$ cat config.mk
export PLATFORM = sky130hd
export DESIGN_NAME = nvm_program_port
export DESIGN_NICKNAME = d
export VERILOG_FILES = /design/src/verilog/nvm_pkg.sv /design/src/verilog/nvm_program_port.sv
export SDC_FILE = /design/constraint.sdc
export NUM_CORES = 1
export LEC_CHECK = 0
export BUFFER_PORTS_ARGS = -buffer_cell sky130_fd_sc_hd__buf_2
export CAP_MARGIN = 20
export CORE_ASPECT_RATIO = 0.75
export CORE_MARGIN = 3
export CORE_UTILIZATION = 34
export CTS_CLUSTER_SIZE = 12
export DETAILED_ROUTE_END_ITERATION = 7
export PLACE_DENSITY = 0.59
export SYNTH_ARGS = -nofsm -noshare
export SYNTH_HDL_FRONTEND = slang
export SYNTH_SLANG_ARGS = --single-unit
export TNS_END_PERCENT = 30
$ cat constraint.sdc
create_clock -name clock -period 2.8 [get_ports clock]
set_input_delay 0.14 -clock clock [delete_from_list [all_inputs] [get_ports clock]]
set_output_delay 0.14 -clock clock [all_outputs]
set_load 0.02 [all_outputs]
$ cat src/verilog/nvm_pkg.sv
// Constants and carriers for the nonvolatile word store programming port.
// Assumes an external I2C transport that presents decoded register reads and writes.
package nvm_pkg;
   localparam int unsigned WORD_W = 16;
   localparam int unsigned WORDS = 24;
   localparam int unsigned IDX_W = 5;
   localparam int unsigned REG_ADDR_W = 8;
   localparam logic [7:0] OFF_CONTROL = 8'hA1;
   localparam logic [7:0] OFF_SELECT = 8'hA2;
   localparam logic [7:0] OFF_VALUE = 8'hA3;
   // Control field positions
   localparam int unsigned BIT_VOLTAGE = 0;
   localparam int unsigned BIT_CLEAR = 1;
   localparam int unsigned BIT_WRITE = 2;
   localparam int unsigned BIT_READ = 3;
   localparam logic [15:0] CONTROL_RESET = 16'h0000;
   localparam logic [15:0] SELECT_RESET = 16'h0000;
   localparam logic [15:0] VALUE_RESET = 16'h0000;
   localparam logic [15:0] WORD_RESET = 16'hFFFF;
   // Array cell time
   localparam int unsigned CLOCK_HZ = 10_000_000;
   localparam int unsigned CELL_TIME_MS = 10;
   localparam int unsigned CELL_CYCLES = CLOCK_HZ / 1000 * CELL_TIME_MS;
   localparam int unsigned CNT_W = 20;
   typedef struct packed {
      logic write;
      logic read;
      logic [7:0] addr;
      logic [15:0] wdata;
   } reg_req_t;
   typedef struct packed {
      logic valid;
      logic [15:0] rdata;
   } reg_rsp_t;
endpackage

$ cat src/verilog/nvm_program_port.sv
// Programming port: control, word select and new value registers over a nonvolatile array.
// Assumes the I2C transport delivers one-cycle request pulses synchronous to clock.
`timescale 1ns/1ps
// What this block does
// - Store twenty-four sixteen-bit nonvolatile words
// - Control bits: voltage, clear, write, read
// - Select low five bits pick target word
// - New value register supplies stored data
// - Clear or write takes ten milliseconds
// - Read of word number returns contents
module nvm_program_port #(
   parameter int unsigned CELL_CYCLES_P = nvm_pkg::CELL_CYCLES
) (
   input wire logic clock,
   input wire logic reset_n,
   input wire logic clock_en,
   input wire nvm_pkg::reg_req_t req,
   output nvm_pkg::reg_rsp_t rsp,
   output logic busy
);
   typedef enum logic [1:0] {IDLE, PULSE, DONE} cell_state_t;
   cell_state_t state_q, state_d;
   logic [15:0] control_q, control_d;
   logic [15:0] select_q, select_d;
   logic [15:0] value_q, value_d;
   logic [nvm_pkg::CNT_W-1:0] cnt_q, cnt_d;
   logic [4:0] target_q, target_d;
   logic clear_op_q, clear_op_d;
   logic [15:0] mem_q [nvm_pkg::WORDS];
   nvm_pkg::reg_rsp_t rsp_d;
   logic busy_d;
   logic clear_cell_select, write_sel, voltage_on, commit;
   logic [4:0] nvm_word_index;

   assign voltage_on = control_q[nvm_pkg::BIT_VOLTAGE];
   // Modes count only with the voltage on
   assign clear_cell_select = control_q[nvm_pkg::BIT_CLEAR] & voltage_on;
   assign write_sel = control_q[nvm_pkg::BIT_WRITE] & voltage_on;
   assign nvm_word_index = select_q[nvm_pkg::IDX_W-1:0];
   assign commit = (state_q == PULSE) && (cnt_q == nvm_pkg::CNT_W'(CELL_CYCLES_P - 1));

   // Register writes and the cell sequencer
   always_comb begin
      control_d = control_q;
      select_d = select_q;
      value_d = value_q;
      state_d = state_q;
      cnt_d = cnt_q;
      target_d = target_q;
      clear_op_d = clear_op_q;
      if (req.write) begin
         unique case (req.addr)
            nvm_pkg::OFF_CONTROL: control_d = req.wdata;
            nvm_pkg::OFF_SELECT: select_d = req.wdata;
            nvm_pkg::OFF_VALUE: value_d = req.wdata;
            default: ;
         endcase
      end
      unique case (state_q)
         IDLE: begin
            // Target is latched at start so later select writes cannot split the cell
            if (clear_cell_select || write_sel) begin
               state_d = PULSE;
               cnt_d = '0;
               target_d = nvm_word_index;
               clear_op_d = clear_cell_select;
            end
         end
         PULSE: begin
            // Dropping the voltage early aborts; the word is left unchanged
            if (!voltage_on) begin
               state_d = IDLE;
            end else if (commit) begin
               state_d = DONE;
            end else begin
               cnt_d = cnt_q + 1'b1;
            end
         end
         DONE: begin
            // Hold until the host drops the control word, so one pulse gives one commit
            if (!(clear_cell_select || write_sel)) begin
               state_d = IDLE;
            end
         end
      endcase
   end

   // Readback: control registers or stored word by number
   always_comb begin
      rsp_d.valid = req.read;
      rsp_d.rdata = 16'h0000;
      if (req.addr == nvm_pkg::OFF_CONTROL) begin
         rsp_d.rdata = control_q;
      end else if (req.addr == nvm_pkg::OFF_SELECT) begin
         rsp_d.rdata = select_q;
      end else if (req.addr == nvm_pkg::OFF_VALUE) begin
         rsp_d.rdata = value_q;
      end else if (req.addr < nvm_pkg::REG_ADDR_W'(nvm_pkg::WORDS)) begin
         rsp_d.rdata = mem_q[req.addr[4:0]];
      end
      busy_d = (state_d == PULSE);
   end

   always_ff @(posedge clock or negedge reset_n) begin
      if (!reset_n) begin
         state_q <= IDLE;
         control_q <= nvm_pkg::CONTROL_RESET;
         select_q <= nvm_pkg::SELECT_RESET;
         value_q <= nvm_pkg::VALUE_RESET;
         cnt_q <= '0;
         target_q <= '0;
         clear_op_q <= 1'b0;
         rsp <= '0;
         busy <= 1'b0;
      end else if (clock_en) begin
         state_q <= state_d;
         control_q <= control_d;
         select_q <= select_d;
         value_q <= value_d;
         cnt_q <= cnt_d;
         target_q <= target_d;
         clear_op_q <= clear_op_d;
         rsp <= rsp_d;
         busy <= busy_d;
      end
   end

   // Array cells; nonvolatile, so only the reset pattern stands for prior contents
   for (genvar w = 0; w < nvm_pkg::WORDS; w++) begin : g_word
      logic [15:0] word_d;
      always_comb begin
         word_d = mem_q[w];
         if (clock_en && commit && voltage_on && target_q == 5'(w)) begin
            // Erase sets all ones; write can only pull bits low, hence erase first
            word_d = clear_op_q ? nvm_pkg::WORD_RESET : (mem_q[w] & value_q);
         end
      end
      always_ff @(posedge clock or negedge reset_n) begin
         if (!reset_n) begin
            mem_q[w] <= nvm_pkg::WORD_RESET;
         end else begin
            mem_q[w] <= word_d;
         end
      end
   end
endmodule

# Word-level counts from Yosys, hierarchy flattened

Index checks and enable logic that the tools add are counted.

Flip-flop bits (word level): 478
Input bits: 29
Output and inout port bits: 18
Word-level logic and storage cells: 173

Add/subtract/negate cells: 1
$lt $le $gt $ge: 2
Equal/unequal tests: 33
Multiplexer cells: 40
Bitwise logic cells: 27
Reductions and logical operators: 36

Operators with widths:

| cell                                                        | number |
|---|---|
| 2-to-1 mux 16 bit                                           | 30 |
| AND 16 bit                                                  | 24 |
| binary-select mux 16 bit (select 5 bit)                     | 1 |
| 2-to-1 mux 20 bit                                           | 3 |
| == test 5 x 4 -> 1 bit (second input constant)              | 8 |
| == test 5 bit (second input constant)                       | 8 |
| case mux 20 bit (2 select lines)                            | 1 |
| logical AND 1 bit                                           | 27 |
| == test 8 bit (second input constant)                       | 3 |
| adder 20 x 1 -> 20 bit (second input constant)              | 1 |
| == test 20 x 17 -> 1 bit (second input constant)            | 1 |
| == test 5 x 3 -> 1 bit (second input constant)              | 4 |
| AND reduction 3 bit                                         | 4 |
| == test 5 x 2 -> 1 bit (second input constant)              | 2 |
| less-than comparator 8 x 5 -> 1 bit (second input constant) | 1 |
| 2-to-1 mux 2 bit                                            | 4 |
| greater-or-equal comparator 6 bit (second input constant)   | 1 |
| != test 2 bit (second input constant)                       | 3 |
| NOT 5 -> 6 bit                                              | 1 |
| case mux 2 bit (3 select lines)                             | 1 |
| == test 5 x 1 -> 1 bit (second input constant)              | 1 |
| zero test 5 bit                                             | 1 |
| AND reduction 5 bit                                         | 1 |
| == test 2 x 1 -> 1 bit (second input constant)              | 2 |
| 5 further kinds                                             | 6 |

# Logic depth before layout (Yosys ltp)

Gate-level depths: netlist of run 1.

Word-level depth: 8
Depth in mapped cells: 9

# Worst setup path before layout of run 1

OpenSTA, ideal clock, no wires.

Kind: register -> register
Start point: register state_q[1]
End point: register mem_q[233] (netlist name)
Library setup time: 0.093 ns
Data arrival time: 1.958 ns
Setup slack: 0.749 ns
Stages on the path, launching flop included: 10
Clock period less this slack: 2.051 ns
Cells stage by stage: dfrtp_1 -> inv_1 -> ha_1 -> clkbuf_1 -> and4b_1 -> nand4_1 -> buf_2 -> buf_2 -> nor4_1 -> o21ai_0

Word-level cells in the longest chain between the ends: 5

Ends and longest elaborated chain:

| what                            | RTL line                | text |
|---|---|---|
| from (decl)                     | nvm_program_port.sv:22  | `cell_state_t state_q, state_d;` |
| from (signal assigned)          | nvm_program_port.sv:116 | `state_q <= state_d;` |
| == test 2 x 1 -> 1 bit          | nvm_program_port.sv:40  | `assign commit = (state_q == PULSE) && (cnt_q == nvm_pkg::CNT_W'(CELL_CYCLES_P - 1));` |
| logical AND 1 bit               | nvm_program_port.sv:40  |  |
| logical AND 1 bit (3 in series) | nvm_program_port.sv:133 | `if (clock_en && commit && voltage_on && target_q == 5'(w)) begin` |
| to (signal, indexed assignment) | nvm_program_port.sv:140 | `mem_q[w] <= nvm_pkg::WORD_RESET;` |
| to (signal, indexed assignment) | nvm_program_port.sv:142 | `mem_q[w] <= word_d;` |
| to (decl)                       | nvm_program_port.sv:29  | `logic [15:0] mem_q [nvm_pkg::WORDS];` |

No other way between the ends.
A chain may end at the register's enable or synchronous reset.

# Worst setup path in the final report of run 1

Start point: register cnt_q[17] (netlist name)
End point: register mem_q[240] (netlist name)

Word-level cells in the longest chain between the ends: 5

Ends and longest elaborated chain:

| what                            | RTL line                | text |
|---|---|---|
| from (decl)                     | nvm_program_port.sv:26  | `logic [nvm_pkg::CNT_W-1:0] cnt_q, cnt_d;` |
| from (signal assigned)          | nvm_program_port.sv:120 | `cnt_q <= cnt_d;` |
| == test 20 x 17 -> 1 bit        | nvm_program_port.sv:40  |  |
| logical AND 1 bit               | nvm_program_port.sv:40  |  |
| logical AND 1 bit (3 in series) | nvm_program_port.sv:133 |  |

No other way between the ends.

==> run_results.csv, run 1 <==
group,metric,value,unit
setup_path,crit_path_end_kind,"flop",
timing,fin_crit,2.41,ns
setup_path,cp_top_family,"simple AND/OR/NAND/NOR gates",
pwr,vdd.ir_drop.worst,391,uV
yosys,yosys.area.top_type_share,41.4,%
route,vias,19500,
cts,cts_made_buffers,50,
cts,path_clk_slew,0.06,ns
timing,fmax,0.415,GHz
yosys,synth-edff-count,0,
setup_path,critPathMaxStageDelay,0.67,ns
cts,clock_path_buffers,3,
timing,setup_viol,0,
timing,fin_skew,0.0265,ns
yosys,syn_area,24400,um^2
floorplanning,dieWidth,315,um
pwr,totalPowerFinal,14500,uW
layout,area_delta_synth_final,14.4,%
timing,tightest_slew,1.00,ns
pwr,switching_share,24.1,%
yosys,yosys_warnings,0,
route,drt-pass1-iter-count,6,
place,hpwlAfterDp,52.1,mm
setup_path,path_buf_inv,1,
layout,final_util,39.5,%
cts,clock-root-buffer,"clkbuf_16",
pwr,seqPwrFrac,49.0,%
setup_path,crit_arrival,2.90,ns
pwr,cellLeakagePower,0.0124,uW
yosys,syn_avg_cell_area,11.0,um^2
global_route,antenna_found_initial,2,
yosys,syn-num-nets,2248,
timing,hold_slack,0.142,ns
route,vias_per_cell,6.05,
yosys,synth_area_leaders,"dfstp_2 41%, dfrtp_1 9.7%, mux4_2 8.6%, o31ai_1 8.0%, nand2_1 4.3%",
setup_path,crit_type,"reg -> reg",
cts,h-tree-depth,2,
yosys,ys_ff_latch,478,
timing,rsz0062_at_grt,"no",
timing,timing.final.crit_share,86.0,%
place,place.gp.congestion,0.859,
floorplanning,ios,47,
yosys,yosysTopAreaCell,"dfstp_2",
layout,final_area,27900,um^2
global_route,overflow,0,
floorplanning,rows,84,
layout,final_cell_mix,"384 x dfstp_2, 276 x nand2_1, 259 x o31ai_1, 142 x inv_1, 135 x o21ai_0",
flow_run,maxCapViolCount,0,
setup_path,cp_max_fo,16,
route,ant_nets,0,
global_route,track_usage,21.4,%
yosys,ys_seq_area_share,51.1,%
setup_path,cp_cell_sequence,"nand4bb_1, nor4b_4, nand4_1, buf_4, o21ai_0",
timing,hold_violations,0,
min_path,hold_class,"in -> async",
pwr,power.internal,11000,uW
floorplanning,die-area,74900,um^2
place,placed_area,26100,um^2
outcome,status,"finished clean",
global_route,grt_pass1_wl,124,mm
place,port_buffers,46,
setup_path,worstSetupStartpointType,"flop",
yosys,ys.flop_type,"dfstp_2",
layout,nNetsFinal,2267,
route,drtIter0Drc,2339,
floorplanning,start_util,34.5,%
timing,maxSlewViolCount,0,
global_route,grt_max_degree,94,
layout,layout_commonest_cell,"dfstp_2",
cts,insertion_delay,0.61,ns
floorplanning,core,70500,um^2
timing,tns,0,ns
layout,fillerInstances,6693,
yosys,synthArstFlopShare,100,%
route,drc,0,
route,wl_per_cell,25.3,um
layout,antenna_cells,0,
timing,max_slew_margin,33.0,%
global_route,grt_pass1_vias,19400,
yosys,yosysUniqueCellTypes,72,
route,routed_wl,81.3,mm
layout,multi_input_area,10400,um^2
pwr,p_per_area,520,nW/um^2
pwr,clkPwrFrac,45.1,%
pwr,p_switching,3500,uW
layout,regArea,12400,um^2
layout,layout-drive-gt1-share,36.9,%
setup_path,slowest_stage,"nor4b_4",
floorplanning,die_h,238,um
cts,cts_tree,"done",
pwr,p_comb_share,5.9,%
yosys,syn-instance-count,2215,
setup_path,worstPathRequired,3.29,ns
cts,cts_sinks,478,
area by class of cell:
type | instances | area share (%)
Inverter | 143 | 1.93
Clock buffer | 84 | 5.42
Sequential cell | 478 | 44.6
Timing Repair Buffer | 184 | 6.04
Multi-Input combinational cell | 1377 | 37.5
Tap cell | 946 | 4.25
Clock inverter | 8 | 0.247
flip-flops by register name, summed over array words and instances (netlist names):
signal	count
busy	1
cnt_q	20
value_q	16
state_q	2
select_q	16
control_q	16
mem_q	384
rsp	17
target_q	5
clear_op_q	1
power groups by stage:
stage	logic (uW)	registers, uW	clock network, uW
detailed placement	828	7200	0
global route	934	7100	6940
global placement	815	7190	0
floorplan	435	7170	0
finish	851	7100	6530
CTS	853	7090	6640
through the flow:
| step | std cells | worst slack, ns |
|---|---|---|
| 4_1_cts | 3220 | 0.437 |
| 3_3_place_gp | 3109 | 0.497 |
| 5_1_grt | 3220 | 0.284 |
| 2_1_floorplan | 2215 | 0.749 |
| 3_5_place_dp | 3109 | 0.459 |
| 6_report | 3220 | 0.392 |
cells by family (layout without fill, tap and decap cells):
| kind of cell | count (synthesis) | count (layout) | share of synthesized area, % |
|---|---|---|---|
| buffers and inverters | 360 | 419 | 6.17 |
| multiplexers | 169 | 169 | 12.3 |
| AO/OA/AOI/OAI | 518 | 518 | 14.8 |
| AND/OR/NAND/NOR | 686 | 686 | 15.4 |
| adder cells (fa/ha/maj) | 4 | 4 | 0.205 |
| flip-flops | 478 | 478 | 51.1 |
worst reg2reg max path, delay by kind of cell, from the launching register on:
family,cells,cell delay [ns]
compound gates,1,0.14
simple gates,3,1.47
buf+inv,1,0.28
flops,1,0.43
metal layers:
| metal | track usage [%] | up-vias | wire length, um | share of wire (%) |
|---|---|---|---|---|
| li1 | - | 8327 | - | - |
| met1 | 31.4 | 10100 | 35700 | 44 |
| met2 | 30.7 | 966 | 35100 | 43 |
| met3 | 5.75 | 137 | 8520 | 10 |
| met4 | 6.44 | 2 | 2010 | 2.5 |
| met5 | 0 | - | 13 | 0.016 |
worst paths after layout:
path | start | to | slack, ns | cells after the start
max | cnt_q[17] | mem_q[240] | 0.39 | 5
min | reset_n | cnt_q[11] | 0.14 | 2
max reg2reg | cnt_q[17] | mem_q[240] | 0.39 | 5
min reg2reg | mem_q[122] | mem_q[122] | 0.47 | 2
max in group asynchronous | reset_n | mem_q[351] | 1.72 | 3
min in group clock | req[18] | rsp[4] | 0.15 | 3
repair_timing:
| item | in CTS | in global routing |
|---|---|---|
| hold endpoints to repair | 67 | 0 |
| setup buffers | 0 | 0 |
| gates resized for setup | 0 | 0 |
| hold buffers | 19 | 0 |
cell usage after synthesis, types with 23 or more instances:
cell type and n:
inv_1 142, o21ai_0 135, mux4_2 93, dfstp_2 384, clkbuf_1 124, nand2b_1 23, nand3_1 24, dfrtp_1 94
nand2_1 277, mux2_2 70, nor2_1 24, a22oi_1 40, nor4_1 131, buf_2 71, nand4_1 93, o31ai_1 259
Power figures use the tool's default switching activity.
==> inputs of run 2 (changes only) <==
Settings changed: ABC_AREA set to 1.
==> run_results.csv, run 2 <==
group,metric,value,unit
cts,cts_tree,"done",
setup_path,crit_arrival,3.05,ns
timing,hold_violations,0,
layout,largest_reg_flops,384,
layout,layout_commonest_cell,"nand2_1",
setup_path,cp_cell_sequence,"ha_1, nand3_2, nor4_1, nand4_1, nor2_4, buf_12, buf_4, nand3_4, nand2_1, nand2_1",
flow_run,maxCapViolCount,0,
global_route,overflow,0,
setup_path,path_buf_inv,2,
global_route,grt_pass1_wl,163,mm
route,routed_wl,107,mm
pwr,cellLeakagePower,0.0151,uW
yosys,yosys_warnings,0,
timing,maxSlewViolCount,0,
layout,final_cell_mix,"1848 x nand2_1, 424 x nand4_1, 384 x dfstp_2, 297 x inv_1, 292 x o21ai_0",
place,place.gp.congestion,0.952,
place,hpwlAfterDp,68.8,mm
floorplanning,rows,90,
cts,cts_sinks,478,
floorplanning,core,81400,um^2
route,drtIter0Drc,3267,
route,drt-pass1-iter-count,6,
layout,layout-drive-gt1-share,17.3,%
layout,top_register,"mem_q",
route,ant_nets,0,
setup_path,crit_type,"reg -> reg",
setup_path,crit_top_cell,"nand2_1",
timing,hold_slack,0.105,ns
timing,setup_viol,0,
global_route,antenna_found_initial,8,
timing,fmax,0.401,GHz
timing,tns,0,ns
timing,rsz0062_at_grt,"no",
cts,cts_resized,0,
yosys,ys_seq_area_share,44.0,%
yosys,yosysMostFrequentCell,"nand2_1",
global_route,track_usage,24.0,%
yosys,yosysTopAreaCell,"dfstp_2",
setup_path,r2r-start,"cnt_q[0]",
global_route,grtUsageMet1,36.0,%
yosys,synth_area_leaders,"dfstp_2 36%, nand2_1 25%, nand4_1 9.4%, dfrtp_1 8.3%, o21ai_0 5.2%",
yosys,syn_avg_cell_area,7.02,um^2
yosys,synth-edff-count,0,
yosys,yosysUniqueCellTypes,37,
yosys,ys_ff_latch,478,
layout,final_area,31800,um^2
setup_path,slowest_stage,"dfrtp_1",
floorplanning,dieWidth,339,um
cts,clock_path_buffers,3,
cts,path_clk_slew,0.06,ns
timing,fin_skew,0.0301,ns
floorplanning,die-area,86700,um^2
outcome,status,"finished clean",
layout,multi_input_area,13300,um^2
min_path,hold_class,"in -> reg",
setup_path,crit_path_end_kind,"flop",
route,drc,0,
floorplanning,start_util,34.7,%
layout,final_util,39.0,%
floorplanning,die_h,256,um
timing,max_slew_margin,33.8,%
cts,insertion_delay,0.64,ns
timing,setup_ws,0.306,ns
layout,regArea,12400,um^2
yosys,syn_area,28300,um^2
cts,h-tree-depth,2,
global_route,use_met2,33.0,%
setup_path,worstSetupStartpointType,"flop",
yosys,yosys.area.top_type_share,35.7,%
yosys,syn-num-nets,4063,
setup_path,critPathMaxStageDelay,0.41,ns
yosys,syn-instance-count,4030,
setup_path,critPathLaunch,"cnt_q[0]",
route,vias_per_cell,5.42,
pwr,p_per_area,472,nW/um^2
setup_path,worstPathRequired,3.36,ns
pwr,vdd.ir_drop.worst,425,uV
global_route,gr-usage-met3,5.52,%
layout,area_delta_synth_final,12.4,%
global_route,grt_max_degree,113,
cts,clock-root-buffer,"clkbuf_16",
route,vias,27800,
cts,cts_made_buffers,50,
layout,largestRegisters,"mem_q x384, cnt_q x20, rsp x17",
place,dp_slack,0.334,ns
timing,tightest_slew,0.992,ns
yosys,synthTopCellsByCount,"1848 x nand2_1, 424 x nand4_1, 384 x dfstp_2, 298 x inv_1, 292 x o21ai_0",
place,placed_area,30000,um^2
min_path,worstHoldStart,"req[23]",
global_route,grt_pass1_vias,25300,
setup_path,cp_top_family,"simple AND/OR/NAND/NOR gates",
layout,nNetsFinal,4021,
route,wl_per_cell,20.8,um
timing,fin_crit,2.49,ns
floorplanning,ios,47,
yosys,ys.flop_type,"dfstp_2",
layout,fillerInstances,8378,
global_route,top_usage_layer,"met1",
yosys,synthArstFlopShare,100,%
timing,timing.final.crit_share,89.1,%
setup_path,cp_max_fo,19,
place,port_buffers,46,
-- run 2: worst paths after layout --
check,end,slack [ns],depth (start not counted)
hold / removal,rsp[15],0.11,7
hold reg to reg,mem_q[364],0.46,2
setup reg to reg,mem_q[100],0.31,10
min in group asynchronous,mem_q[311],0.40,2
max in group asynchronous,mem_q[78],1.78,3
setup / recovery,mem_q[100],0.31,10
-- run 2: layer usage --
layer | routed length (um) | part of all wire [%] | vias up
li1 | - | - | 13000
met1 | 48400 | 45 | 13300
met2 | 43700 | 41 | 1246
met3 | 10400 | 9.8 | 216
met4 | 4080 | 3.8 | 0
met5 | 0 | 0 | -
-- run 2: report_power, final --
part           switching, uW  internal (uW)  leakage (uW)
sequential              92.4           7030       0.00526
combinational            978            316       0.00912
clock                   3000           3610      0.000750
total                   4070          10900        0.0151
-- run 2: stage by stage --
stage,std cells,total power [uW]
final,5129,15000
after global routing,5127,15500
after CTS,5126,15100
after detailed placement,5020,8470
after global placement,5020,8470
after floorplan,4030,7810
-- run 2: repair_timing --
item / in CTS / in global routing
buffers inserted: 0 / 0
hold endpoints to repair: 181 / 0
hold buffers: 20 / 0
-- run 2: tightest hold or removal path, stage by stage --
cell and delay [ns]:
buf_2 0.09, a2111oi_2 0.04, buf_4 0.18, nand2_1 0.08, nand3_1 0.05, nand2_1 0.07
nand2_1 0.04
-- run 2: kinds of logic (layout without fill, tap and decap cells) --
logic type      after synthesis  in the layout  share of synthesized area, %
fa+ha+maj                     4              4                         0.177
buf+inv                     619            611                          8.90
xor+xnor                      9              9                         0.279
compound gates              378            378                          6.91
other cells                   0              3                             0
flops                       478            478                          44.0
simple gates               2542           2542                          39.8
-- run 2: area by class of cell --
class                      count  area share, %
inverter                     311           3.70
timing repair buffer         214           6.00
clock inverter                 7          0.177
antenna                        3         0.0236
tap                         1104           4.34
clock buffer                  79           4.66
multi-input combinational   2933           41.9
sequential                   478           39.1
